### config.mk
export PLATFORM = sky130hd
export DESIGN_NAME = tmr8
export DESIGN_NICKNAME = d
export VERILOG_FILES = /design/src/verilog/tmr8_pkg.sv /design/src/verilog/tmr8.sv
export SDC_FILE = /design/constraint.sdc
export NUM_CORES = 1
export LEC_CHECK = 0
export BUFFER_PORTS_ARGS = -buffer_cell sky130_fd_sc_hd__buf_2
export CAP_MARGIN = 20
export CORE_ASPECT_RATIO = 0.6
export CORE_MARGIN = 3
export CORE_UTILIZATION = 50
export DETAILED_ROUTE_END_ITERATION = 7
export GPL_ROUTABILITY_DRIVEN = 0
export PLACE_DENSITY = 0.77
export SLEW_MARGIN = 15
export SYNTH_ARGS = -nofsm -noshare
export SYNTH_HDL_FRONTEND = slang
export SYNTH_SLANG_ARGS = --single-unit
### constraint.sdc
create_clock -name clk -period 3.73 [get_ports clk]
set_clock_uncertainty 0.05 [all_clocks]
set_input_delay 0.5595 -clock clk [delete_from_list [all_inputs] [get_ports clk]]
set_output_delay 0.5595 -clock clk [all_outputs]
set_load 0.005 [all_outputs]
### src/verilog/tmr8_pkg.sv
// tmr8_pkg: register offsets, field positions, reset values and modes for the 8-bit timer
// assumes a 32-bit classic wishbone register bus and a single 20 mhz system clock
package tmr8_pkg;
    // register byte offsets
    localparam logic [3:0] ctrl_off = 4'h0;     // timer_ctrl_reg
    localparam logic [3:0] cmp_off = 4'h4;      // compare_value_reg
    localparam logic [3:0] stat_off = 4'h8;     // interrupt status, write one to clear
    localparam logic [3:0] mask_off = 4'hc;     // interrupt mask
    // control field positions
    localparam int ck_lsb = 0;                  // source_clock_select, 3 bits
    localparam int mode_lsb = 3;                // operating_mode_field, 2 bits
    localparam int run_pos = 5;                 // run_bit
    // reset values
    localparam logic [7:0] ctrl_rst = 8'h00;
    localparam logic [7:0] cmp_rst = 8'hff;
    // tick periods in system clocks for codes 000..011 (prescaled internal clock)
    localparam int clk_mhz = 20;
    localparam logic [11:0] div_000 = 12'h0a00; // 128 us at 20 mhz
    localparam logic [11:0] div_001 = 12'h00a0; // 8 us
    localparam logic [11:0] div_010 = 12'h0028; // 2 us
    localparam logic [11:0] div_011 = 12'h000a; // 0.5 us
    localparam logic [11:0] div_100 = 12'h0004;
    localparam logic [11:0] div_101 = 12'h0002;
    localparam logic [11:0] div_110 = 12'h0001;

    // operating modes
    typedef enum logic [1:0] {
        mode_timer = 2'b00,
        mode_event = 2'b01,
        mode_divider = 2'b10,
        mode_pulse = 2'b11
    } tmr_mode_t;

    // control register image
    typedef struct packed {
        logic run;
        tmr_mode_t mode;
        logic [2:0] clk_sel;
    } tmr_ctrl_t;
endpackage : tmr8_pkg
### src/verilog/tmr8.sv
// tmr8: 8-bit up-counting timer/counter with wishbone slave and interrupt logic
// assumes event_input_pin is synchronous to clk and stop_mode_req pulses on stop entry
`timescale 1ns/1ps
// Contract
// - stop mode entry clears the run bit
// - control bits 6 and 7 read don't care
// - timer match interrupts, clears, keeps counting
// - codes 000 to 011 give fixed ticks
// - event mode counts input rising edges
// - event match checked on falling edge
// - divider match toggles output, interrupts, clears
// - stopped counter drives divider output high
// - pulse output low on match, high overflow
// - pulse compare buffered until period ends
module tmr8 (
    input wire logic clk,
    input wire logic rst_n,
    input wire logic wb_cyc_i,
    input wire logic wb_stb_i,
    input wire logic wb_we_i,
    input wire logic [3:0] wb_adr_i,
    input wire logic [3:0] wb_sel_i,
    input wire logic [31:0] wb_dat_i,
    output logic [31:0] wb_dat_o,
    output logic wb_ack_o,
    input wire logic event_input_pin,
    input wire logic stop_mode_req,
    output logic divider_output_pin,
    output logic pulse_width_output_pin,
    output logic irq_o
);
    import tmr8_pkg::*;

    tmr_ctrl_t ctrl_r;          // timer_ctrl_reg
    logic [7:0] cmp_r;          // compare_value_reg as written
    logic [7:0] cmp_act_r;      // compare value in use (pulse mode shadow)
    logic [7:0] cnt_r;          // up-counter
    logic [11:0] pre_r;         // prescaler
    logic evt_d_r;              // previous event pin level
    logic evt_pend_r;           // count reached compare, waiting falling edge
    logic [1:0] stat_r;         // bit0 match/overflow interrupt, bit1 stop cleared run
    logic [1:0] mask_r;
    logic run_d_r;              // run bit one cycle ago for start detect

    // prescaler divisor per clock code; code 111 never ticks internally
    function automatic logic [11:0] tick_div(input logic [2:0] code);
        case (code)
            3'b000: tick_div = div_000;
            3'b001: tick_div = div_001;
            3'b010: tick_div = div_010;
            3'b011: tick_div = div_011;
            3'b100: tick_div = div_100;
            3'b101: tick_div = div_101;
            3'b110: tick_div = div_110;
            default: tick_div = 12'h0000;
        endcase
    endfunction : tick_div

    // bus decode
    logic bus_req;
    logic wr_ctrl;
    logic wr_cmp;
    logic wr_stat;
    logic wr_mask;
    assign bus_req = wb_cyc_i && wb_stb_i && !wb_ack_o;
    assign wr_ctrl = bus_req && wb_we_i && wb_sel_i[0] && wb_adr_i == ctrl_off;
    assign wr_cmp = bus_req && wb_we_i && wb_sel_i[0] && wb_adr_i == cmp_off;
    assign wr_stat = bus_req && wb_we_i && wb_sel_i[0] && wb_adr_i == stat_off;
    assign wr_mask = bus_req && wb_we_i && wb_sel_i[0] && wb_adr_i == mask_off;

    // timing strobes
    logic tick;
    logic evt_rise;
    logic evt_fall;
    logic start;
    logic match;
    assign tick = ctrl_r.run && ctrl_r.mode != mode_event
        && ctrl_r.clk_sel != 3'b111 && pre_r == 12'h001;
    assign evt_rise = event_input_pin && !evt_d_r;
    assign evt_fall = !event_input_pin && evt_d_r;
    assign start = ctrl_r.run && !run_d_r;
    assign match = cnt_r == cmp_act_r;

    // single cycle ack after one wait state
    always_ff @(posedge clk or negedge rst_n) begin
        if (!rst_n) begin
            wb_ack_o <= 1'b0;
        end else begin
            wb_ack_o <= bus_req;
        end
    end

    // read data mux; unmapped offsets read zero
    always_ff @(posedge clk or negedge rst_n) begin
        if (!rst_n) begin
            wb_dat_o <= 32'h0000_0000;
        end else if (bus_req && !wb_we_i) begin
            case (wb_adr_i)
                ctrl_off: wb_dat_o <= {26'h000_0000, ctrl_r};
                cmp_off: wb_dat_o <= {24'h00_0000, cmp_r};
                stat_off: wb_dat_o <= {30'h0000_0000, stat_r};
                mask_off: wb_dat_o <= {30'h0000_0000, mask_r};
                default: wb_dat_o <= 32'h0000_0000;
            endcase
        end
    end

    // control register; stop entry has priority over a write
    always_ff @(posedge clk or negedge rst_n) begin
        if (!rst_n) begin
            ctrl_r <= tmr_ctrl_t'(ctrl_rst[5:0]);
        end else if (stop_mode_req) begin
            ctrl_r.run <= 1'b0;
        end else if (wr_ctrl) begin
            ctrl_r <= tmr_ctrl_t'(wb_dat_i[5:0]);
        end
    end

    // start and event edge detect
    always_ff @(posedge clk or negedge rst_n) begin
        if (!rst_n) begin
            run_d_r <= 1'b0;
            evt_d_r <= 1'b0;
        end else begin
            run_d_r <= ctrl_r.run;
            evt_d_r <= event_input_pin;
        end
    end

    // compare value as seen by software
    always_ff @(posedge clk or negedge rst_n) begin
        if (!rst_n) begin
            cmp_r <= cmp_rst;
        end else if (wr_cmp) begin
            cmp_r <= wb_dat_i[7:0];
        end
    end

    // active compare: direct in most modes, buffered in pulse mode
    always_ff @(posedge clk or negedge rst_n) begin
        if (!rst_n) begin
            cmp_act_r <= cmp_rst;
        end else if (ctrl_r.mode != mode_pulse) begin
            cmp_act_r <= cmp_r;
        // load on start or period end
        end else if (start || (tick && cnt_r == 8'hff)) begin
            cmp_act_r <= cmp_r;
        end
    end

    // prescaler reloads at the selected divisor
    always_ff @(posedge clk or negedge rst_n) begin
        if (!rst_n) begin
            pre_r <= 12'h001;
        end else if (!ctrl_r.run || pre_r == 12'h001) begin
            pre_r <= tick_div(ctrl_r.clk_sel);
        end else begin
            pre_r <= pre_r - 12'h001;
        end
    end

    // up-counter
    always_ff @(posedge clk or negedge rst_n) begin
        if (!rst_n) begin
            cnt_r <= 8'h00;
        end else if (!ctrl_r.run) begin
            cnt_r <= 8'h00;
        end else if (ctrl_r.mode == mode_event) begin
            if (evt_fall && evt_pend_r) begin
                cnt_r <= 8'h00;
            end else if (evt_rise) begin
                cnt_r <= cnt_r + 8'h01;
            end
        end else if (tick) begin
            if (ctrl_r.mode != mode_pulse && match) begin
                cnt_r <= 8'h00;
            end else begin
                cnt_r <= cnt_r + 8'h01;
            end
        end
    end

    // event mode pending match
    always_ff @(posedge clk or negedge rst_n) begin
        if (!rst_n) begin
            evt_pend_r <= 1'b0;
        end else if (!ctrl_r.run || ctrl_r.mode != mode_event) begin
            evt_pend_r <= 1'b0;
        end else if (evt_fall) begin
            evt_pend_r <= 1'b0;
        end else if (match) begin
            evt_pend_r <= 1'b1;
        end
    end

    // interrupt event this cycle
    logic irq_evt;
    always_comb begin
        irq_evt = 1'b0;
        if (ctrl_r.run) begin
            case (ctrl_r.mode)
                mode_event: irq_evt = evt_fall && evt_pend_r;
                mode_pulse: irq_evt = tick && cnt_r == 8'hff;
                default: irq_evt = tick && match;
            endcase
        end
    end

    // divider output
    always_ff @(posedge clk or negedge rst_n) begin
        if (!rst_n) begin
            divider_output_pin <= 1'b1;
        end else if (!ctrl_r.run || ctrl_r.mode != mode_divider) begin
            divider_output_pin <= 1'b1;
        end else if (tick && match) begin
            divider_output_pin <= !divider_output_pin;
        end
    end

    // pulse width output
    always_ff @(posedge clk or negedge rst_n) begin
        if (!rst_n) begin
            pulse_width_output_pin <= 1'b1;
        end else if (!ctrl_r.run || ctrl_r.mode != mode_pulse) begin
            pulse_width_output_pin <= 1'b1;
        end else if (tick && cnt_r == 8'hff) begin
            pulse_width_output_pin <= 1'b1;
        end else if (tick && match) begin
            pulse_width_output_pin <= 1'b0;
        end
    end

    // sticky status; a new event wins over a clear
    always_ff @(posedge clk or negedge rst_n) begin
        if (!rst_n) begin
            stat_r <= 2'b00;
        end else begin
            stat_r[0] <= irq_evt || (stat_r[0] && !(wr_stat && wb_dat_i[0]));
            stat_r[1] <= (stop_mode_req && ctrl_r.run)
                || (stat_r[1] && !(wr_stat && wb_dat_i[1]));
        end
    end

    // mask register
    always_ff @(posedge clk or negedge rst_n) begin
        if (!rst_n) begin
            mask_r <= 2'b00;
        end else if (wr_mask) begin
            mask_r <= wb_dat_i[1:0];
        end
    end

    // level interrupt from a flop
    always_ff @(posedge clk or negedge rst_n) begin
        if (!rst_n) begin
            irq_o <= 1'b0;
        end else begin
            irq_o <= |(stat_r & mask_r);
        end
    end

    // tick spacing watch; the first tick after a start is skipped, its phase is free
    logic [3:0] gap_r;          // cycles since the last tick, saturating
    logic gap_ok_r;             // a tick has been seen since the run started
    always_ff @(posedge clk or negedge rst_n) begin
        if (!rst_n) begin
            gap_r <= 4'h0;
            gap_ok_r <= 1'b0;
        end else if (!ctrl_r.run) begin
            gap_r <= 4'h0;
            gap_ok_r <= 1'b0;
        end else if (tick) begin
            gap_r <= 4'h0;
            gap_ok_r <= 1'b1;
        end else if (gap_r != 4'hf) begin
            gap_r <= gap_r + 4'h1;
        end
    end

    // assertions
    property p_stop_clears;
        @(posedge clk) disable iff (!rst_n) stop_mode_req |=> !ctrl_r.run;
    endproperty
    a_stop_clears: assert property (p_stop_clears) else $error("run not cleared on stop");

    property p_ctrl_hi_zero;
        @(posedge clk) disable iff (!rst_n)
            bus_req && !wb_we_i && wb_adr_i == ctrl_off |=> wb_dat_o[31:6] == 26'h000_0000;
    endproperty
    a_ctrl_hi_zero: assert property (p_ctrl_hi_zero) else $error("ctrl upper bits set");

    property p_timer_clear;
        @(posedge clk) disable iff (!rst_n)
            ctrl_r.run && ctrl_r.mode == mode_timer && tick && match && !stop_mode_req
            && !wr_ctrl |=> cnt_r == 8'h00 && stat_r[0];
    endproperty
    a_timer_clear: assert property (p_timer_clear) else $error("timer match not cleared");

    property p_tick_period;
        @(posedge clk) disable iff (!rst_n)
            tick && gap_ok_r && ctrl_r.clk_sel == 3'b011
            |-> {8'h00, gap_r} == div_011 - 12'h001;
    endproperty
    a_tick_period: assert property (p_tick_period) else $error("tick period wrong");

    property p_event_count;
        @(posedge clk) disable iff (!rst_n)
            ctrl_r.run && ctrl_r.mode == mode_event && evt_rise && !wr_ctrl && !stop_mode_req
            |=> cnt_r == $past(cnt_r) + 8'h01;
    endproperty
    a_event_count: assert property (p_event_count) else $error("event not counted");

    property p_event_irq;
        @(posedge clk) disable iff (!rst_n)
            stat_r[0] && !$past(stat_r[0]) && ctrl_r.mode == mode_event |-> $past(evt_fall);
    endproperty
    a_event_irq: assert property (p_event_irq) else $error("event irq off falling edge");

    property p_div_toggle;
        @(posedge clk) disable iff (!rst_n)
            ctrl_r.run && ctrl_r.mode == mode_divider && tick && match && !wr_ctrl
            && !stop_mode_req |=> divider_output_pin != $past(divider_output_pin);
    endproperty
    a_div_toggle: assert property (p_div_toggle) else $error("divider not toggled");

    property p_div_idle_high;
        @(posedge clk) disable iff (!rst_n) !ctrl_r.run ##1 !ctrl_r.run |-> divider_output_pin;
    endproperty
    a_div_idle_high: assert property (p_div_idle_high) else $error("divider low stopped");

    property p_pulse_ovf;
        @(posedge clk) disable iff (!rst_n)
            ctrl_r.run && ctrl_r.mode == mode_pulse && tick && cnt_r == 8'hff && !wr_ctrl
            && !stop_mode_req |=> pulse_width_output_pin && stat_r[0];
    endproperty
    a_pulse_ovf: assert property (p_pulse_ovf) else $error("pulse overflow wrong");

    property p_pulse_buf;
        @(posedge clk) disable iff (!rst_n)
            ctrl_r.mode == mode_pulse && ctrl_r.run && !start && !(tick && cnt_r == 8'hff)
            |=> cmp_act_r == $past(cmp_act_r);
    endproperty
    a_pulse_buf: assert property (p_pulse_buf) else $error("pulse compare changed");

    property p_hold_zero;
        @(posedge clk) disable iff (!rst_n) !ctrl_r.run |=> cnt_r == 8'h00;
    endproperty
    a_hold_zero: assert property (p_hold_zero) else $error("counter not held");
endmodule : tmr8

=== Word level (Yosys, flattened, before mapping) ===
Cells that the tools add are included.

* Bitwise gates (word level): 2
* Add/subtract/negate cells: 2
* Reduce and logical (&&, ||, !) cells: 50
* Eq/ne operators: 20
* Mux-type cells: 23

{| class="wikitable"
|+ Operators with widths
! kind !! count
|-
| 12-bit one-hot mux with 7 select lines || 1
|-
| 8-bit two-way mux || 8
|-
| 8-bit one-hot mux with 4 select lines || 1
|-
| 1-bit logical AND || 24
|-
| 12-bit by 1-bit == test with 1-bit output (second input constant) || 1
|-
| 12-bit two-way mux || 1
|-
| 12-bit by 1-bit subtractor with 12-bit output (second input constant) || 1
|-
| 1-bit two-way mux || 10
|-
| 3-bit == test (second input constant) || 3
|-
| 1-bit logical NOT || 9
|-
| 8-bit by 1-bit adder with 8-bit output (second input constant) || 1
|-
| 4-bit == test (second input constant) || 2
|-
| 8-bit == test || 1
|-
| 8-bit == test (second input constant) || 1
|-
| 1-bit logical OR || 7
|-
| 3-bit by 2-bit == test with 1-bit output (second input constant) || 2
|-
| 6-bit two-way mux || 1
|-
| 2-bit nonzero test || 3
|-
| 3-bit nonzero test || 2
|-
| 4-bit by 3-bit == test with 1-bit output (second input constant) || 1
|-
| 4-bit logical NOT || 1
|-
| 2-bit inequality test (second input constant) || 2
|-
| 4-bit by 3-bit inequality test with 1-bit output (second input constant) || 1
|-
| 2-bit AND reduction || 2
|-
| other kinds (11) || 11
|}

* Register bits after elaboration: 85
* Logic and storage cells: 114
* Input bits: 47
* Output and inout bits: 36

=== Longest topological paths before layout ===
* Depth in word-level cells: 9
* Mapped depth: 8
* Mapped depth without buffers: 7

=== Worst setup path after synthesis ===
No wires, ideal clock.

* Kind: input to register
* From: in wb_adr_i[3]
* To: reg ctrl_r[0] in the netlist's numbering
* Setup time: 0.125 ns
* Path slack: 1.776 ns
* Data arrival time: 1.779 ns
* Required time: 3.555 ns
* Buffers on the path: 1
* Stages: 5
* Cells stage by stage: buf_2 > nor4_2 > nand2_1 > nor2_1 > mux2_2

* Cells in the longest elaborated chain, start to end: 3

{| class="wikitable"
|+ Ends and longest elaborated chain
! element !! line !! source
|-
| from (decl) || tmr8.sv:21 || <nowiki>input wire logic [3:0] wb_adr_i,</nowiki>
|-
| 4-bit logical NOT || tmr8.sv:66 || <nowiki>assign wr_ctrl = bus_req && wb_we_i && wb_sel_i[0] && wb_adr_i == ctrl_off;</nowiki>
|-
| 1-bit logical AND || tmr8.sv:66 ||
|-
| 2-bit AND reduction (no line) || -- ||
|-
| to (signal assigned) || tmr8.sv:111 || <nowiki>ctrl_r <= tmr_ctrl_t'(ctrl_rst[5:0]);</nowiki>
|-
| to (signal assigned) || tmr8.sv:115 || <nowiki>ctrl_r <= tmr_ctrl_t'(wb_dat_i[5:0]);</nowiki>
|-
| to (decl) || tmr8.sv:34 || <nowiki>tmr_ctrl_t ctrl_r;</nowiki>
|}

No other way between the ends.
A chain may end at the register's enable or synchronous reset.

=== Worst setup path after layout ===
* From: reg pre_r[0]
* To: reg cnt_r[5]

* Cells in the longest elaborated chain, start to end: 4

{| class="wikitable"
|+ Ends and longest elaborated chain
! element !! line !! source
|-
| from (decl) || tmr8.sv:38 || <nowiki>logic [11:0] pre_r;</nowiki>
|-
| from (signal assigned) || tmr8.sv:156 || <nowiki>pre_r <= tick_div(ctrl_r.clk_sel);</nowiki>
|-
| from (signal assigned) || tmr8.sv:158 || <nowiki>pre_r <= pre_r - 12'h001;</nowiki>
|-
| 12-bit by 1-bit == test with 1-bit output || tmr8.sv:78 || <nowiki>&& ctrl_r.clk_sel != 3'b111 && pre_r == 12'h001;</nowiki>
|-
| 1-bit logical AND || tmr8.sv:78 ||
|-
| 3-bit by 1-bit inequality test with 1-bit output (no line) || -- ||
|-
| 2-bit AND reduction (no line) || -- ||
|-
| to (signal assigned) || tmr8.sv:172 || <nowiki>cnt_r <= cnt_r + 8'h01;</nowiki>
|-
| to (signal assigned) || tmr8.sv:178 || <nowiki>cnt_r <= cnt_r + 8'h01;</nowiki>
|-
| to (decl) || tmr8.sv:37 || <nowiki>logic [7:0] cnt_r;</nowiki>
|}

No other way between the ends.

==> flow_metrics.py <==
metrics = {
    "grt": {
        "antenna_found_initial": 0,
        "grt.total_usage_pct": 19.3,
        "grt_pass1_vias": 2184,
        "grt_first_pass_wirelength_um": 11200,
        "grt-ovfl-total": 0,
        "grt_max_degree": 32,
    },
    "clock_network": {
        "post_cts_resized": 0,
        "cts_setup_buffers": 0,
        "cts_buffers": 9,
        "cts_sinks": 61,
        "worstSkewPairLatency_ps": 340,
        "root_buffer": "clkbuf_8",
        "clockBufferDepth": 2,
        "htreeDepth": 3,
        "ctsHoldBuffers": 0,
        "clk_pin_slew_worst_paths_ps": 70,
        "cts_tree": "built",
    },
    "route": {
        "routed_wirelength_um": 6790,
        "drc": 0,
        "vias": 2241,
        "via_per_inst": 5.34,
        "drt-wirelength-per-cell_um": 16.2,
        "drt-pass1-iter-count": 4,
        "drtAntennaViolNets": 0,
        "drt-initial-drc-count": 101,
    },
    "synthesis": {
        "ys_ff_latch": 61,
        "synthTopCellsByArea": "dfrtp_1 32%, dfstp_2 15%, mux2_2 5.8%",
        "synth.avg_cell_area_um2": 11.1,
        "synth_top_area_share_pct": 32.0,
        "synth_area_mm2": 0.00328,
        "yosys_warnings": 0,
        "yosysTopAreaCell": "dfrtp_1",
        "synth_flop_cell": "dfrtp_1",
        "postSynth.asyncResetShare_pct": 100,
        "postSynthCellCount": 297,
        "synth_edf_count": 0,
        "synth_seq_area_share_pct": 47.2,
        "synth.distinct_cells": 51,
    },
    "sta": {
        "drv_slew": 0,
        "relSlewSlack_pct": 51.1,
        "timing_hold_violations_final": 0,
        "timing.final.crit_period_ps": 2230,
        "fmax_ghz": 0.449,
        "grt_setup_unrepaired": "no",
        "worstMarginPinSlew_ps": 728,
        "period_share_pct": 59.7,
        "hold_ws_ps": 212,
        "fin_setup_tns_ps": 0,
        "finalSetupViolations": 0,
    },
    "placement": {
        "port_buffers": 31,
        "dp.cells": 404,
        "hpwl_um": 5080,
    },
    "worst_setup_path": {
        "crit_arrival_ps": 2400,
        "r2r_cells": 6,
        "end_kind": "register",
        "cp.required_ps": 3900,
        "worstSetupPathType": "register to register",
        "cp_max_fo": 6,
        "crit_path_start_kind": "register",
        "r2r_end": "cnt_r[5]$_DFFE_PN0P_",
        "r2r_slack_ps": 1500,
        "r2r_start": "pre_r[0]$_DFF_PN1_",
    },
    "power_and_ir_drop": {
        "powerDensity_mw_per_mm2": 400,
        "leakagePower_uw": 0.00164,
        "switching_power_uw": 365,
        "internal_power_uw": 1080,
        "swShare_pct": 25.3,
        "power_frac_seq_pct": 50.9,
        "peakVddDrop_uv": 249,
        "power_uw": 1440,
        "comb_power_share_pct": 10.8,
        "p_clk_share_pct": 38.4,
    },
    "layout": {
        "nets": 381,
        "final_cell_mix": "42 x dfrtp_1, 31 x buf_2, 28 x nor2_1",
        "final_common_cell": "dfrtp_1",
        "fill_cells": 530,
        "antenna_cells": 0,
        "final_cells": 420,
        "drive_gt1_share_pct": 32.4,
        "syn_to_final_growth_pct": 9.79,
    },
    "floorplan": {
        "start_util_pct": 52.8,
        "dieWidth_um": 111,
        "row_count": 22,
        "ios": 83,
        "die_h_um": 68.8,
        "coreArea_mm2": 0.00622,
        "dieArea_mm2": 0.00761,
    },
    "run_status": {
        "status": "finished, final reports clean",
    },
    "worst_hold_path": {
        "hold_class": "input pin to async pin",
    },
    "flow_run": {
        "max_cap_violations": 0,
    },
}
## worst max path at each step
| stage | slack, ps | to | start | depth (start not counted) |
|---|---|---|---|---|
| floorplan | 1780 | ctrl_r[0]$_DFFE_PN0P_ | wb_adr_i[3] | 5 |
| global placement | 1290 | ctrl_r[4]$_DFFE_PN0P_ | wb_adr_i[1] | 5 |
| detailed placement | 1240 | ctrl_r[4]$_DFFE_PN0P_ | wb_adr_i[1] | 5 |
| CTS | 1530 | cnt_r[5]$_DFFE_PN0P_ | pre_r[0]$_DFF_PN1_ | 6 |
| global route | 1370 | ctrl_r[4]$_DFFE_PN0P_ | wb_adr_i[1] | 5 |
| finish | 1500 | cnt_r[5]$_DFFE_PN0P_ | pre_r[0]$_DFF_PN1_ | 6 |
## per-layer routing
metal	up-vias	track usage [%]	routed length, um
met5	-	0	0
met4	0	5.53	51
met3	4	6.28	387
met2	60	28.2	2770
met1	1109	27.8	3580
li1	1068	-	-
## synth_stat cells, types with 2 or more instances
cell      count
a21oi_1       3
a221oi_1      4
a22o_1       10
and2b_1       2
and3_1        4
and3b_1       2
buf_2         5
buf_4        24
clkbuf_1      2
dfrtp_1      42
dfstp_2      19
ha_1          3
inv_1         4
mux2_2       17
mux2_4        8
nand2_1      19
nand2_2       2
nand2b_1      4
nand3_1       9
nand3b_1      2
nand4_1       2
nand4_2       2
nand4b_1      2
nor2_1       28
nor2b_1       6
nor3_1       10
nor3_4        2
nor4_1        3
nor4_2        2
o21ai_0      15
o31ai_1       2
xnor2_1      15
xor2_1        5
## final cells by class
type,count,area (um^2),share of cell area (%)
multi-input cells,223,1590,44.0
flip-flops and latches,61,1550,43.0
repair buffers,32,163,4.51
clock buffers,11,131,3.64
well taps,84,105,2.92
clock inverters,5,52.6,1.46
inverters,4,15.0,0.417
## power groups by stage
| stage | clock, uW | combinational (uW) | sequential [uW] |
|---|---|---|---|
| floorplan | 0 | 120 | 735 |
| global placement | 0 | 149 | 742 |
| finish | 553 | 155 | 733 |
| CTS | 564 | 155 | 733 |
| detailed placement | 0 | 154 | 744 |
| global route | 596 | 172 | 738 |
## logic make-up (layout without fill, tap and decap cells)
kind of cell    Yosys count  after routing  share of synthesized area (%)
mux                      27             27                           10.5
xor+xnor                 20             20                           5.34
simple gates            109            109                           19.5
compound gates           40             40                           9.18
other cells               1             24                          0.114
flops                    61             61                           47.2
fa+ha+maj                 3              3                           1.14
buf+inv                  36             52                           7.05
## stage by stage
step	worst slack, ps	util [%]	cell area, um^2
2_1_floorplan	1780	-	3370
3_3_place_gp	1290	55.0	3420
3_5_place_dp	1240	55.0	3420
4_1_cts	1530	57.9	3600
5_1_grt	1370	57.9	3600
6_report	1500	57.9	3600
## worst max-delay path: stages, from the launching register on
cell	delay, ps
dfstp_2	580
ha_1	200
nor4b_4	240
nand4_2	260
a31oi_2	380
o21ai_0	140
a22o_1	250
## state kept, by name, summed over array words and instances, names as in the netlist, 2 cells and up
register   flops
cmp_act_r      8
cmp_r          8
cnt_r          8
ctrl_r         6
mask_r         2
pre_r         12
stat_r         2
wb_dat_o       8
No activity file was read; power rests on OpenSTA's default activity.
